[config.mk]
export PLATFORM = sky130hd
export DESIGN_NAME = acr_card
export DESIGN_NICKNAME = d
export VERILOG_FILES = /design/src/hdl/acr_pkg.sv /design/src/hdl/acr_cmd_if.sv /design/src/hdl/acr_card.sv /design/src/hdl/acr_cmd_parse.sv /design/src/hdl/acr_prof_mem.sv
export SDC_FILE = /design/constraint.sdc
export NUM_CORES = 2
export LEC_CHECK = 0
export ABC_AREA = 0
export ABC_CLOCK_PERIOD_IN_PS = 7500
export BUFFER_PORTS_ARGS = -buffer_cell sky130_fd_sc_hd__buf_2
export CORE_MARGIN = 10
export CORE_UTILIZATION = 64
export DETAILED_ROUTE_END_ITERATION = 8
export PLACE_DENSITY = 0.81
export SYNTH_ARGS = -nofsm -noshare
export SYNTH_HDL_FRONTEND = slang
export SYNTH_HIERARCHICAL = 1
export SYNTH_SLANG_ARGS = --single-unit
[constraint.sdc]
create_clock -name clock -period 7.5 [get_ports clock]
set_input_delay 0.75 -clock clock [delete_from_list [all_inputs] [get_ports clock]]
set_output_delay 0.75 -clock clock [all_outputs]
set_load 0.02 [all_outputs]
[src/hdl/acr_pkg.sv]
package acr_pkg;
	// command header constants
	localparam logic [7:0]  ACR_CLA        = 8'h90;
	localparam logic [7:0]  ACR_INS_INIT   = 8'h30;
	localparam logic [7:0]  ACR_P_ZERO     = 8'h00;
	localparam logic [7:0]  ACR_UNIT_ZERO  = 8'h00;
	// response field encodings
	localparam logic [7:0]  ACR_TYPE_PREPAID  = 8'h00;
	localparam logic [7:0]  ACR_TYPE_STANDARD = 8'h01;
	localparam logic [7:0]  ACR_REC_NONE      = 8'h00;
	localparam logic [7:0]  ACR_REC_ALLOWED   = 8'h01;
	localparam logic [7:0]  ACR_REC_BUYER     = 8'h10;
	// payload layout, counted in bytes
	localparam logic [7:0]  ACR_UNIT_HDR   = 8'h04;
	localparam logic [7:0]  ACR_INIT_FIX   = 8'h33;
	localparam logic [7:0]  ACR_ECM_FIX    = 8'h11;
	localparam logic [7:0]  ACR_PRE_LEN    = 8'h02;
	localparam logic [7:0]  ACR_TYPE_FIELD = 8'h08;
	localparam logic [7:0]  ACR_CNT_FIELD  = 8'h32;
	localparam logic [7:0]  ACR_KEYS_LEN   = 8'h10;
	localparam logic [7:0]  ACR_SMID_MAX   = 8'h08;
	// profile memory byte offsets
	localparam logic [6:0]  ACR_MEM_ODD    = 7'h42;
	// register word offsets (byte address [8:2])
	localparam int          ACR_AW         = 9;
	localparam logic [6:0]  ACR_REG_CTRL   = 7'h00;
	localparam logic [6:0]  ACR_REG_INS    = 7'h01;
	localparam logic [6:0]  ACR_REG_INSTR  = 7'h02;
	localparam logic [6:0]  ACR_REG_RC     = 7'h03;
	localparam logic [6:0]  ACR_REG_SW     = 7'h04;
	localparam logic [6:0]  ACR_REG_STAT   = 7'h05;
	localparam logic [6:0]  ACR_MEM_BASE   = 7'h40;
	// control bit positions
	localparam int          ACR_CTRL_VIEW  = 0;
	localparam int          ACR_CTRL_GROUP = 1;
	localparam int          ACR_CTRL_STD   = 2;
	localparam int          ACR_CTRL_REC   = 4;
	// reset values
	localparam logic [5:0]  ACR_CTRL_RST   = 6'h04;
	localparam logic [31:0] ACR_INSTR_RST  = 32'h0001_0000;
	localparam logic [31:0] ACR_RC_RST     = 32'h0000_0000;
	localparam logic [31:0] ACR_SW_RST     = 32'h6D00_9000;

	typedef enum logic [1:0] {
		ACR_KIND_NONE = 2'b00,
		ACR_KIND_INIT = 2'b01,
		ACR_KIND_ECM  = 2'b10
	} acr_kind_e;
endpackage

[src/hdl/acr_cmd_if.sv]
`timescale 1ns/1ns
interface acr_cmd_if;
	logic       done;
	logic       hdr_ok;
	logic [7:0] ins;
	logic [7:0] lc;

	modport parser (output done, output hdr_ok, output ins, output lc);
	modport core   (input done, input hdr_ok, input ins, input lc);
endinterface

[src/hdl/acr_card.sv]
// Design decisions made here: register access over Wishbone and the register offsets.
`timescale 1ns/1ns
module acr_card
	import acr_pkg::*;
#(
	parameter logic [7:0] ECM_INS_DEF = 8'h34,
	parameter int         MEM_WORDS   = 32
) (
	input  wire logic                     clock,
	input  wire logic                     rst_b,
	input  wire logic                     wb_cyc_i,
	input  wire logic                     wb_stb_i,
	input  wire logic                     wb_we_i,
	input  wire logic [acr_pkg::ACR_AW-1:0] wb_adr_i,
	input  wire logic [3:0]               wb_sel_i,
	input  wire logic [31:0]              wb_dat_i,
	output logic      [31:0]              wb_dat_o,
	output logic                          wb_ack_o,
	input  wire logic                     cmd_valid,
	input  wire logic [7:0]               cmd_byte,
	output logic                          cmd_ready,
	output logic                          rsp_valid,
	output logic      [7:0]               rsp_byte,
	output logic                          rsp_last,
	input  wire logic                     rsp_ready
);
	import acr_pkg::*;

	typedef enum logic [1:0] {
		ACR_ST_IDLE = 2'b00,
		ACR_ST_SEND = 2'b01
	} acr_state_e;

	localparam int MW = $clog2(MEM_WORDS);

	acr_cmd_if   cmd ();
	acr_state_e  state;
	acr_kind_e   kind;
	acr_kind_e   next_kind;
	logic [5:0]  ctrl;
	logic [7:0]  ecm_ins;
	logic [31:0] instr_reg;
	logic [31:0] rc_reg;
	logic [31:0] sw_reg;
	logic [7:0]  pos;
	logic [7:0]  out_pos;
	logic [7:0]  data_len;
	logic [7:0]  next_data_len;
	logic [7:0]  rsp_count;
	logic [7:0]  last_lc;
	logic [7:0]  next_byte;
	logic [7:0]  field;
	logic [7:0]  n_eff;
	logic [7:0]  mem_byte;
	logic [7:0]  cnt_byte;
	logic [MW+1:0] byte_idx;
	logic [31:0] mem_word;
	logic [31:0] next_rdata;
	logic        wb_req;
	logic        wb_wr;
	logic        load;
	logic        reg_hit;
	logic        mem_hit;
	logic [15:0] instr_now;
	logic [15:0] rc_now;
	logic [7:0]  rec_code;

	assign wb_req  = wb_cyc_i && wb_stb_i;
	// write takes effect at the edge where the master sees ack
	assign wb_wr   = wb_req && wb_we_i && wb_ack_o;
	// words past the end of the memory read as zero instead of aliasing onto it
	assign mem_hit = (wb_adr_i[ACR_AW-1:2] >= ACR_MEM_BASE)
	                 && ({1'b0, wb_adr_i[ACR_AW-1:2]} < (8'(ACR_MEM_BASE) + 8'(MEM_WORDS)));
	assign reg_hit = wb_adr_i[ACR_AW-1:2] <= ACR_REG_STAT;

	acr_cmd_parse u_parse (
		.clock    (clock),
		.rst_b    (rst_b),
		.take     (cmd_valid && cmd_ready),
		.cmd_byte (cmd_byte),
		.cmd      (cmd.parser)
	);

	acr_prof_mem #(.WORDS(MEM_WORDS)) u_mem (
		.clock    (clock),
		.rst_b    (rst_b),
		.wr_en    (wb_wr && mem_hit),
		.word_idx (wb_adr_i[MW+1:2]),
		.wr_sel   (wb_sel_i),
		.wr_data  (wb_dat_i),
		.rd_word  (mem_word),
		.byte_idx (byte_idx),
		.byte_out (mem_byte)
	);

	// wishbone classic: ack one cycle after the request, dropped the cycle after
	always_ff @(posedge clock or negedge rst_b) begin
		if (!rst_b) begin
			wb_ack_o <= 1'b0;
			wb_dat_o <= 32'h0000_0000;
		end else begin
			wb_ack_o <= wb_req && !wb_ack_o;
			if (wb_req && !wb_ack_o) begin
				wb_dat_o <= next_rdata;
			end
		end
	end

	// unmapped words read as zero and ignore writes
	always_comb begin
		next_rdata = 32'h0000_0000;
		if (mem_hit) begin
			next_rdata = mem_word;
		end else begin
			case (wb_adr_i[ACR_AW-1:2])
				ACR_REG_CTRL:  next_rdata = {26'h0, ctrl};
				ACR_REG_INS:   next_rdata = {24'h0, ecm_ins};
				ACR_REG_INSTR: next_rdata = instr_reg;
				ACR_REG_RC:    next_rdata = rc_reg;
				ACR_REG_SW:    next_rdata = sw_reg;
				ACR_REG_STAT:  next_rdata = {8'h0, rsp_count, last_lc, 5'h0, kind, state == ACR_ST_SEND};
				default:       next_rdata = 32'h0000_0000;
			endcase
		end
	end

	always_ff @(posedge clock or negedge rst_b) begin
		if (!rst_b) begin
			ctrl      <= ACR_CTRL_RST;
			ecm_ins   <= 8'h00;
			instr_reg <= ACR_INSTR_RST;
			rc_reg    <= ACR_RC_RST;
			sw_reg    <= ACR_SW_RST;
		end else if (wb_wr && reg_hit) begin
			case (wb_adr_i[ACR_AW-1:2])
				ACR_REG_CTRL:  ctrl <= wb_sel_i[0] ? wb_dat_i[5:0] : ctrl;
				ACR_REG_INS:   ecm_ins <= wb_sel_i[0] ? wb_dat_i[7:0] : ecm_ins;
				ACR_REG_INSTR: instr_reg <= wb_dat_i;
				ACR_REG_RC:    rc_reg <= wb_dat_i;
				ACR_REG_SW:    sw_reg <= wb_dat_i;
				default:       ctrl <= ctrl;
			endcase
		end
	end

	// instruction code for control messages has no fixed value; zero in the register means the default
	logic [7:0] ecm_ins_now;
	assign ecm_ins_now = (ecm_ins != 8'h00) ? ecm_ins : ECM_INS_DEF;

	// command classification and latched response length
	always_comb begin
		next_kind = ACR_KIND_NONE;
		if (cmd.hdr_ok && (cmd.ins == ACR_INS_INIT) && (cmd.lc == ACR_P_ZERO)) begin
			next_kind = ACR_KIND_INIT;
		end else if (cmd.hdr_ok && (cmd.ins == ecm_ins_now) && (cmd.lc != ACR_P_ZERO)) begin
			next_kind = ACR_KIND_ECM;
		end
	end

	// identifier count is clamped to ACR_SMID_MAX (eight), whatever the profile memory size
	assign cnt_byte = mem_byte;
	always_comb begin
		case (next_kind)
			ACR_KIND_INIT: next_data_len = ACR_PRE_LEN + ACR_UNIT_HDR + ACR_INIT_FIX + 8'(n_eff << 1);
			ACR_KIND_ECM:  next_data_len = ACR_PRE_LEN + ACR_UNIT_HDR + ACR_ECM_FIX;
			default:       next_data_len = 8'h00;
		endcase
	end

	assign instr_now = ctrl[ACR_CTRL_GROUP] ? instr_reg[31:16] : instr_reg[15:0];
	assign rc_now    = (kind == ACR_KIND_ECM) && !ctrl[ACR_CTRL_VIEW] ? rc_reg[31:16] : rc_reg[15:0];

	always_comb begin
		case (ctrl[ACR_CTRL_REC +: 2])
			2'b01:   rec_code = ACR_REC_ALLOWED;
			2'b10:   rec_code = ACR_REC_BUYER;
			default: rec_code = ACR_REC_NONE;
		endcase
	end

	// byte generator: field index counts from the first command-specific byte
	assign field = pos - (ACR_PRE_LEN + ACR_UNIT_HDR);
	always_comb begin
		byte_idx = (MW+2)'(ACR_CNT_FIELD - 8'h01);
		if (state == ACR_ST_SEND) begin
			if (kind == ACR_KIND_ECM) begin
				byte_idx = (MW+2)'(ACR_MEM_ODD) + (MW+2)'(field);
			end else if (field < ACR_TYPE_FIELD) begin
				byte_idx = (MW+2)'(field);
			end else begin
				byte_idx = (MW+2)'(field - 8'h01);
			end
		end
	end

	always_ff @(posedge clock or negedge rst_b) begin
		if (!rst_b) begin
			n_eff <= 8'h00;
		end else if (state == ACR_ST_IDLE) begin
			n_eff <= (cnt_byte > ACR_SMID_MAX) ? ACR_SMID_MAX : cnt_byte;
		end
	end

	always_comb begin
		next_byte = 8'h00;
		if (pos == data_len) begin
			next_byte = sw_byte_hi();
		end else if (pos == data_len + 8'h01) begin
			next_byte = sw_byte_lo();
		end else begin
			case (pos)
				8'h00: next_byte = ACR_UNIT_ZERO;
				8'h01: next_byte = data_len - ACR_PRE_LEN;
				8'h02: next_byte = instr_now[15:8];
				8'h03: next_byte = instr_now[7:0];
				8'h04: next_byte = rc_now[15:8];
				8'h05: next_byte = rc_now[7:0];
				default: begin
					if (kind == ACR_KIND_ECM) begin
						if (field < ACR_KEYS_LEN) begin
							next_byte = ctrl[ACR_CTRL_VIEW] ? mem_byte : 8'h00;
						end else begin
							next_byte = rec_code;
						end
					end else if (field == ACR_TYPE_FIELD) begin
						next_byte = ctrl[ACR_CTRL_STD] ? ACR_TYPE_STANDARD : ACR_TYPE_PREPAID;
					end else if (field == ACR_CNT_FIELD) begin
						next_byte = n_eff;
					end else begin
						next_byte = mem_byte;
					end
				end
			endcase
		end
	end

	function automatic logic [7:0] sw_byte_hi();
		return (kind == ACR_KIND_NONE) ? sw_reg[31:24] : sw_reg[15:8];
	endfunction

	function automatic logic [7:0] sw_byte_lo();
		return (kind == ACR_KIND_NONE) ? sw_reg[23:16] : sw_reg[7:0];
	endfunction

	// in ACR_ST_SEND, up to the second status byte, a new byte is loaded whenever the output stage is empty or being drained
	assign load = (state == ACR_ST_SEND) && (!rsp_valid || rsp_ready) && (pos <= data_len + 8'h01);

	always_ff @(posedge clock or negedge rst_b) begin
		if (!rst_b) begin
			state     <= ACR_ST_IDLE;
			cmd_ready <= 1'b0;
			kind      <= ACR_KIND_NONE;
			data_len  <= 8'h00;
			pos       <= 8'h00;
			last_lc   <= 8'h00;
		end else begin
			case (state)
				ACR_ST_IDLE: begin
					cmd_ready <= !cmd.done;
					if (cmd.done) begin
						state    <= ACR_ST_SEND;
						kind     <= next_kind;
						data_len <= next_data_len;
						last_lc  <= cmd.lc;
						pos      <= 8'h00;
					end
				end
				ACR_ST_SEND: begin
					if (load) begin
						pos <= pos + 8'h01;
					end
					if (rsp_valid && rsp_ready && rsp_last) begin
						state     <= ACR_ST_IDLE;
						cmd_ready <= 1'b1;
					end
				end
				default: begin
					state <= ACR_ST_IDLE;
				end
			endcase
		end
	end

	always_ff @(posedge clock or negedge rst_b) begin
		if (!rst_b) begin
			rsp_valid <= 1'b0;
			rsp_byte  <= 8'h00;
			rsp_last  <= 1'b0;
			out_pos   <= 8'h00;
			rsp_count <= 8'h00;
		end else if (load) begin
			rsp_valid <= 1'b1;
			rsp_byte  <= next_byte;
			rsp_last  <= (pos == data_len + 8'h01);
			out_pos   <= pos;
		end else if (rsp_valid && rsp_ready) begin
			rsp_valid <= 1'b0;
			rsp_last  <= 1'b0;
			rsp_count <= rsp_last ? rsp_count + 8'h01 : rsp_count;
		end
	end
endmodule

[src/hdl/acr_cmd_parse.sv]
`timescale 1ns/1ns
module acr_cmd_parse
	import acr_pkg::*;
(
	input  wire logic        clock,
	input  wire logic        rst_b,
	input  wire logic        take,
	input  wire logic [7:0]  cmd_byte,
	acr_cmd_if.parser        cmd
);
	typedef enum logic [2:0] {
		PS_CLA  = 3'b000,
		PS_INS  = 3'b001,
		PS_P1   = 3'b010,
		PS_P2   = 3'b011,
		PS_LEN  = 3'b100,
		PS_DATA = 3'b101,
		PS_LE   = 3'b110
	} acr_pstate_e;

	acr_pstate_e state;
	logic [7:0]  left;

	// a zero byte after the header is the expected length: the length byte is absent
	assign cmd.done = take && ((state == PS_LE) || ((state == PS_LEN) && (cmd_byte == ACR_P_ZERO)));

	always_ff @(posedge clock or negedge rst_b) begin
		if (!rst_b) begin
			state      <= PS_CLA;
			left       <= 8'h00;
			cmd.hdr_ok <= 1'b0;
			cmd.ins    <= 8'h00;
			cmd.lc     <= 8'h00;
		end else if (take) begin
			case (state)
				PS_CLA: begin
					cmd.hdr_ok <= (cmd_byte == ACR_CLA);
					// a command without data ends before its length is latched: do not keep the last one
					cmd.lc     <= 8'h00;
					state      <= PS_INS;
				end
				PS_INS: begin
					cmd.ins <= cmd_byte;
					state   <= PS_P1;
				end
				PS_P1: begin
					cmd.hdr_ok <= cmd.hdr_ok && (cmd_byte == ACR_P_ZERO);
					state      <= PS_P2;
				end
				PS_P2: begin
					cmd.hdr_ok <= cmd.hdr_ok && (cmd_byte == ACR_P_ZERO);
					state      <= PS_LEN;
				end
				PS_LEN: begin
					cmd.lc <= cmd_byte;
					left   <= cmd_byte;
					state  <= (cmd_byte == ACR_P_ZERO) ? PS_CLA : PS_DATA;
				end
				PS_DATA: begin
					left  <= left - 8'h01;
					state <= (left == 8'h01) ? PS_LE : PS_DATA;
				end
				PS_LE: begin
					state <= PS_CLA;
				end
				default: begin
					state <= PS_CLA;
				end
			endcase
		end
	end
endmodule

[src/hdl/acr_prof_mem.sv]
`timescale 1ns/1ns
module acr_prof_mem #(
	parameter int WORDS = 32
) (
	input  wire logic                       clock,
	input  wire logic                       rst_b,
	input  wire logic                       wr_en,
	input  wire logic [$clog2(WORDS)-1:0]   word_idx,
	input  wire logic [3:0]                 wr_sel,
	input  wire logic [31:0]                wr_data,
	output logic      [31:0]                rd_word,
	input  wire logic [$clog2(WORDS)+1:0]   byte_idx,
	output logic      [7:0]                 byte_out
);
	logic [7:0] mem [WORDS*4];

	assign rd_word  = {mem[{word_idx, 2'b11}], mem[{word_idx, 2'b10}],
	                   mem[{word_idx, 2'b01}], mem[{word_idx, 2'b00}]};
	assign byte_out = mem[byte_idx];

	always_ff @(posedge clock or negedge rst_b) begin
		if (!rst_b) begin
			for (int i = 0; i < WORDS*4; i++) begin
				mem[i] <= 8'h00;
			end
		end else if (wr_en) begin
			for (int b = 0; b < 4; b++) begin
				if (wr_sel[b]) begin
					mem[{word_idx, 2'(b)}] <= wr_data[8*b +: 8];
				end
			end
		end
	end
endmodule

### Word level (Yosys, flattened, before mapping)

Index checks and enable logic that the tools add are counted.
W data, S select, Z words.

* bitwise logic cells: 6
* magnitude comparators: 16
* $add $sub $neg: 9
* mux-type cells: 75
* eq/ne operators: 33
* reductions and logical operators: 59

Operator list (number)
* $mux W1024: 7
* $bwmux W1024: 4
* $bmux W8 S7: 5
* $demux W8 S7: 4
* $mux W8: 27
* $pmux W32 S6: 1
* $pmux W8 S2: 4
* $pmux W8 S6: 1
* $ge A8 B8 Y1 const B: 5
* $not A7 Y8: 5
* $lt A8 B1 Y1 const B: 4
* $mux W16: 2
* $mux W32: 1
* $add A8 B1 Y8 const B: 3
* $eq A8 B8 Y1: 3
* $logic_and A1 B1 Y1: 24
* $logic_not A8 Y1: 3
* $mux W7: 3
* $reduce_and A2 Y1: 10
* $pmux W3 S6: 1
* $eq A8 B1 Y1 const B: 2
* $eq A8 B2 Y1 const B: 2
* $eq A8 B3 Y1 const B: 2
* $eq A8 B6 Y1 const B: 2
* 41 further kinds: 73

* bits of input ports: 60
* flip-flop bits (word level): 1250
* logic and storage cells: 349

### Logic depth before layout (Yosys ltp)

* depth after elaboration: 16
* mapped depth: 23
* gate-level depth less buffers: 18

### Cells and area by module

Netlist, hierarchy kept.

By module, submodules not included
* acr_prof_mem: instances 1, seq. area each 25624.6 µm², cells an instance 3258, area each 53575.1 µm²
* acr_card: instances 1, seq. area each 4941.0 µm², cells an instance 1030, area each 10841.6 µm²
* acr_cmd_parse: instances 1, seq. area each 700.7 µm², cells an instance 134, area each 1463.9 µm²

### Least setup slack after synthesis

No wires, ideal clock.

* kind: flip-flop to flip-flop
* start: reg pos[3]
* end: reg n_eff[0]
* cell stages (with the launch flop): 21
* library setup time: 67 ps
* data arrival time: 5931 ps
* path slack: 1502 ps
* buffers on the path: 4
* required time: 7433 ps
* period minus slack after synthesis: 5998 ps
* cells stage by stage: dfrtp_1 -> buf_2 -> inv_1 -> ha_1 -> buf_2 -> a2111o_1 -> o32ai_1 -> o22ai_1 -> o21ai_1 -> o22ai_1 -> xnor2_1 -> and2_1 -> clkbuf_1 -> buf_1 -> mux4_2 -> mux4_2 -> mux4_2 -> mux2_2 -> or4_1 -> nor3_1 -> a22o_1

* word-level cells in the longest chain between the ends: 11

Ends and longest elaborated chain
* start, declared: RTL line acr_card.sv:45 `logic [7:0] pos;`
* start signal, assigned: RTL line acr_card.sv:270 `pos <= pos + 8'h01;`
* $sub A8 B3 Y8: RTL line acr_card.sv:182 `assign field = pos - (ACR_PRE_LEN + ACR_UNIT_HDR);`
* $lt A8 B4 Y1: RTL line acr_card.sv:188 `end else if (field < ACR_TYPE_FIELD) begin`
* $mux W7: RTL line acr_card.sv:188
* $mux W7: RTL line acr_card.sv:186 `if (kind == ACR_KIND_ECM) begin`
* $mux W7: RTL line acr_card.sv:185 `if (state == ACR_ST_SEND) begin`
* net byte_idx[2]: RTL line acr_card.sv:56 `logic [MW+1:0] byte_idx;`
* $not A7 Y8 (implied by the code): RTL line acr_prof_mem.sv:19 `assign byte_out = mem[byte_idx];`
* $bmux W8 S7: RTL line acr_prof_mem.sv:19
* $mux W8 (implied by the code) (2 in series): RTL line acr_prof_mem.sv:19
* net cnt_byte[4]: RTL line acr_card.sv:55 `logic [7:0] cnt_byte;`
* $gt A8 B4 Y1: RTL line acr_card.sv:200 `n_eff <= (cnt_byte > ACR_SMID_MAX) ? ACR_SMID_MAX : cnt_byte;`
* $mux W8: RTL line acr_card.sv:200
* end signal, assigned: RTL line acr_card.sv:200
* end, declared: RTL line acr_card.sv:53 `logic [7:0] n_eff;`

The timed path passes the listed nets, and every way through them passes these cells. The select of a mux whose other input is x is not followed.
A chain may end at the register's enable or synchronous reset.

### Final worst setup path

* start: reg pos[1]
* end: reg n_eff[0]

* word-level cells in the longest chain between the ends: 11

Ends and longest elaborated chain (RTL line)
* $sub A8 B3 Y8 (*): acr_card.sv:182
* $sub A7 B1 Y7 or $lt A8 B4 Y1 (tied branches): acr_card.sv:191, acr_card.sv:188
* $mux W7: acr_card.sv:188
* $mux W7 (*): acr_card.sv:186
* $mux W7 (*): acr_card.sv:185
* net byte_idx[2]: acr_card.sv:56
* $not A7 Y8 (implied by the code) (*): acr_prof_mem.sv:19
* $bmux W8 S7 (*): acr_prof_mem.sv:19
* $mux W8 (implied by the code) (*) (2 in series): acr_prof_mem.sv:19
* net cnt_byte[4]: acr_card.sv:55
* $gt A8 B4 Y1 (*): acr_card.sv:200
* $mux W8 (*): acr_card.sv:200

Mark *: on every way through the listed nets, which the timed path passes. The rest lies on a longest branch. The select of a mux whose other input is x is not followed.

==> out/metrics.yaml <==
status:
  outcome: "complete, no violations"
sta:
  fin_skew_ns: 0.04227
  max_freq_mhz: 145.9
  final-setup-viol-count: 0
  finalCritPeriodShare_pct: 91.41
  tightest_slew_ns: 1.317
  worst_slack_ns: 0.6439
  slew_headroom_pct: 11.89
  fin_tns_setup_ns: 0
  hold_viol_final: 0
  maxSlewViolCount: 0
  layout_min_cycle_time_ns: 6.856
  rsz0062_at_grt: "false"
flow_run:
  drv_cap: 0
worst_setup_path:
  crit_chain: "ha_1 > or3b_1 > a221oi_2 > o22ai_1 > o21ai_1 > o22ai_1 > xnor2_1 > and2_4 > buf_12 > buf_4 > mux4_2 > mux4_2 > mux4_2 > mux2_2 > or4_1 > nor3_1 > a22o_1"
  cp_max_fo: 30
  crit_required_ns: 8.19
  crit_path_end_kind: "register"
  cpPeakStageDelay_ns: 0.62
  crit_path_frequent_cell: "mux4_2"
  critical_path_class: "register to register"
  cp-start-kind: "register"
  cp_slowest_cell: "dfrtp_1"
  critical_path_arrival_ns: 7.55
layout:
  stdcell_count: 5881
  drive_gt1_share_pct: 48.58
  top_register: "u_mem/mem"
  layout.nets: 4486
  stdcell_area_sq_um: 72250
  syn2layout_area_growth_pct: 9.669
  largest_reg_flops: 1024
yosys:
  synth.top_cells.by_area: "dfrtp_1 (47%), mux4_2 (20%), mux2_2 (20%)"
  synthCells: 4422
  ys_seq_area_share_pct: 47.46
  syn-cell-area_sq_um: 65880
  syn_nets: 4508
  synth-seq-cells: 1249
  ys_async_sr_fraction_pct: 100.0
  yosysUniqueCellTypes: 76
  yosys_warnings: 6
  synth-main-ff-cell: "dfrtp_1"
  yosys.area.top_type: "dfrtp_1"
  syn_area_per_cell_sq_um: 14.90
  synth_edf_count: 0
  synth_top_area_share_pct: 47.10
floorplan:
  rows: 117
  core-area_sq_um: 102000
  io_pins: 104
  design.die.area_sq_um: 116200
  die_w_um: 340.8
  die_height_um: 340.8
  initial_core_util_pct: 64.57
detailed_routing:
  route.detailed.drc: 0
  routedWlPerCell_um: 37.31
  ant_nets: 0
  dr_total_vias: 45060
  drt-total-wl_mm: 219.4
  vias_per_cell: 7.662
  first_pass_iters: 8
  drt_iter0_markers: 6398
placement:
  gp_congestion: 1.030
  dp_cells: 5635
  dpl_worst_slack_ns: 0.7917
  io_buffers: 101
  hpwl_mm: 150.0
  placed_area_sq_um: 67810
power:
  leakagePower_nw: 32.75
  irDropWorstVdd_mv: 0.2226
  power_w: 0.01836
  power_density_nw_per_um2: 254.1
global_route:
  grt_max_degree: 181
  track_usage_pct: 37.76
  grt_pass1_wl_mm: 319.5
  antenna_found_initial: 12
  overflow: 0
  grt_pass1_vias: 45180
clocking:
  cts_buffers: 131
  clock-sinks: 1249
  h-tree-depth: 4
  postCtsSetupRepairBufs: 0
  clock_latency_ns: 0.79
  hold_buffers: 0
  cts-root-buf: "clkbuf_16"
  ctsResizeCount: 0
  clk_path_buf_depth: 3
  cts_tree: "built"
  clkTransAtPathRegs_ns: 0.06
min_path:
  hold_class: "primary input to asynchronous set/reset pin"
-- per-layer routing --
metal | wire length [um] | share of wire [%] | global-route usage (%)
met4 | 19370 | 8.8 | 26.12
met5 | 184 | 0.084 | 0.9575
met3 | 27910 | 13 | 12.90
met1 | 74390 | 34 | 46.64
met2 | 97590 | 44 | 55.92
-- layout make-up --
cell class | count | area [sq um]
multi-input combinational | 2794 | 33200
sequential | 1249 | 31270
fill | 6600 | 29780
clock buffer | 200 | 3954
tap | 1368 | 1712
timing repair buffer | 200 | 1546
clock inverter | 37 | 461.7
inverter | 24 | 90.09
antenna | 9 | 22.52
-- path summary, 6_finish.rpt --
kind | startpoint | to | slack (ns) | cells past startpoint
min | rst_b | u_parse/state[1] | 0.04 | 1
max reg2reg | pos[1] | n_eff[0] | 0.64 | 17
min reg2reg | wb_dat_o[1] | wb_dat_o[1] | 0.48 | 2
min in group clock | cmd_byte[3] | u_parse/left[3] | 0.33 | 2
max in group asynchronous | rst_b | u_mem/mem[13] | 5.52 | 3
max | pos[1] | n_eff[0] | 0.64 | 17
-- synth_stat cells, types with 7 or more instances --
master / instances
buf_2: 40
o22ai_1: 25
nand3_1: 37
a21oi_1: 16
or4_1: 16
nor4_1: 13
ha_1: 26
a22oi_1: 166
o21ai_0: 35
and3b_1: 7
inv_1: 24
mux2_2: 1151
or3_1: 11
buf_4: 9
dfrtp_1: 1240
o2111ai_1: 19
nand2_1: 163
nor2_1: 153
xnor2_1: 33
a221oi_1: 17
nor2b_1: 11
a22o_1: 8
nand2b_1: 9
xor2_1: 20
mux4_2: 592
nand4_1: 49
and2_1: 14
nor3_1: 15
dfstp_2: 9
o211ai_1: 8
buf_1: 48
mux2i_1: 58
o21a_1: 17
clkbuf_1: 257
-- layout by cell type, fill, tap and decap left out, types with 31 or more instances in the layout --
cell type and count:
mux2_2 1151, o21ai_0 35, clkbuf_8 31, xnor2_1 33, nor2_1 150, a22oi_1 166
nand2_1 162, buf_4 78, clkbuf_1 33, mux2i_1 58, clkbuf_16 136, mux4_2 592
dfrtp_1 1240, buf_2 98, nand3_1 37, nand4_1 49
-- cell families (layout without fill, tap and decap cells) --
logic type                 after synthesis  count (layout)  share of synthesized area [%]
buffers and inverters                  379             461                          2.298
xor gates and xnor gates                53              53                         0.7046
and+or+nand+nor                        541             541                          4.034
adders and majority gates               26              26                         0.4938
DFF                                   1249            1249                          47.46
other                                    0               9                              0
AOI/OAI and AO/OA                      369             369                          4.150
muxes                                 1805            1805                          40.86
-- where the power goes --
part / internal [W] / switching, W / leakage (nW)
clock: 0.00392 / 0.00277 / 2.18
sequential: 0.00691 / 0.000196 / 17.3
combinational: 0.00185 / 0.00271 / 13.3
-- critical path, delay by kind of cell, from the launching register on --
| kind | cells | cell delay, ns |
|---|---|---|
| muxes | 4 | 1.74 |
| and+or+nand+nor | 4 | 1.67 |
| AOI/OAI and AO/OA | 5 | 1.54 |
| DFF | 1 | 0.62 |
| buffers and inverters | 2 | 0.57 |
| adders and majority gates | 1 | 0.40 |
| xor gates and xnor gates | 1 | 0.18 |
-- metrics by stage --
stage / utilization [%] / hold slack (ns)
6_report: 70.81 / 0.04287
5_1_grt: 70.80 / 0.1328
4_1_cts: 70.79 / 0.08284
3_5_place_dp: 66.46 / 0.4661
3_3_place_gp: 66.46 / 0.4580
2_1_floorplan: - / 0.4453
(Power assumes the default switching activity.)
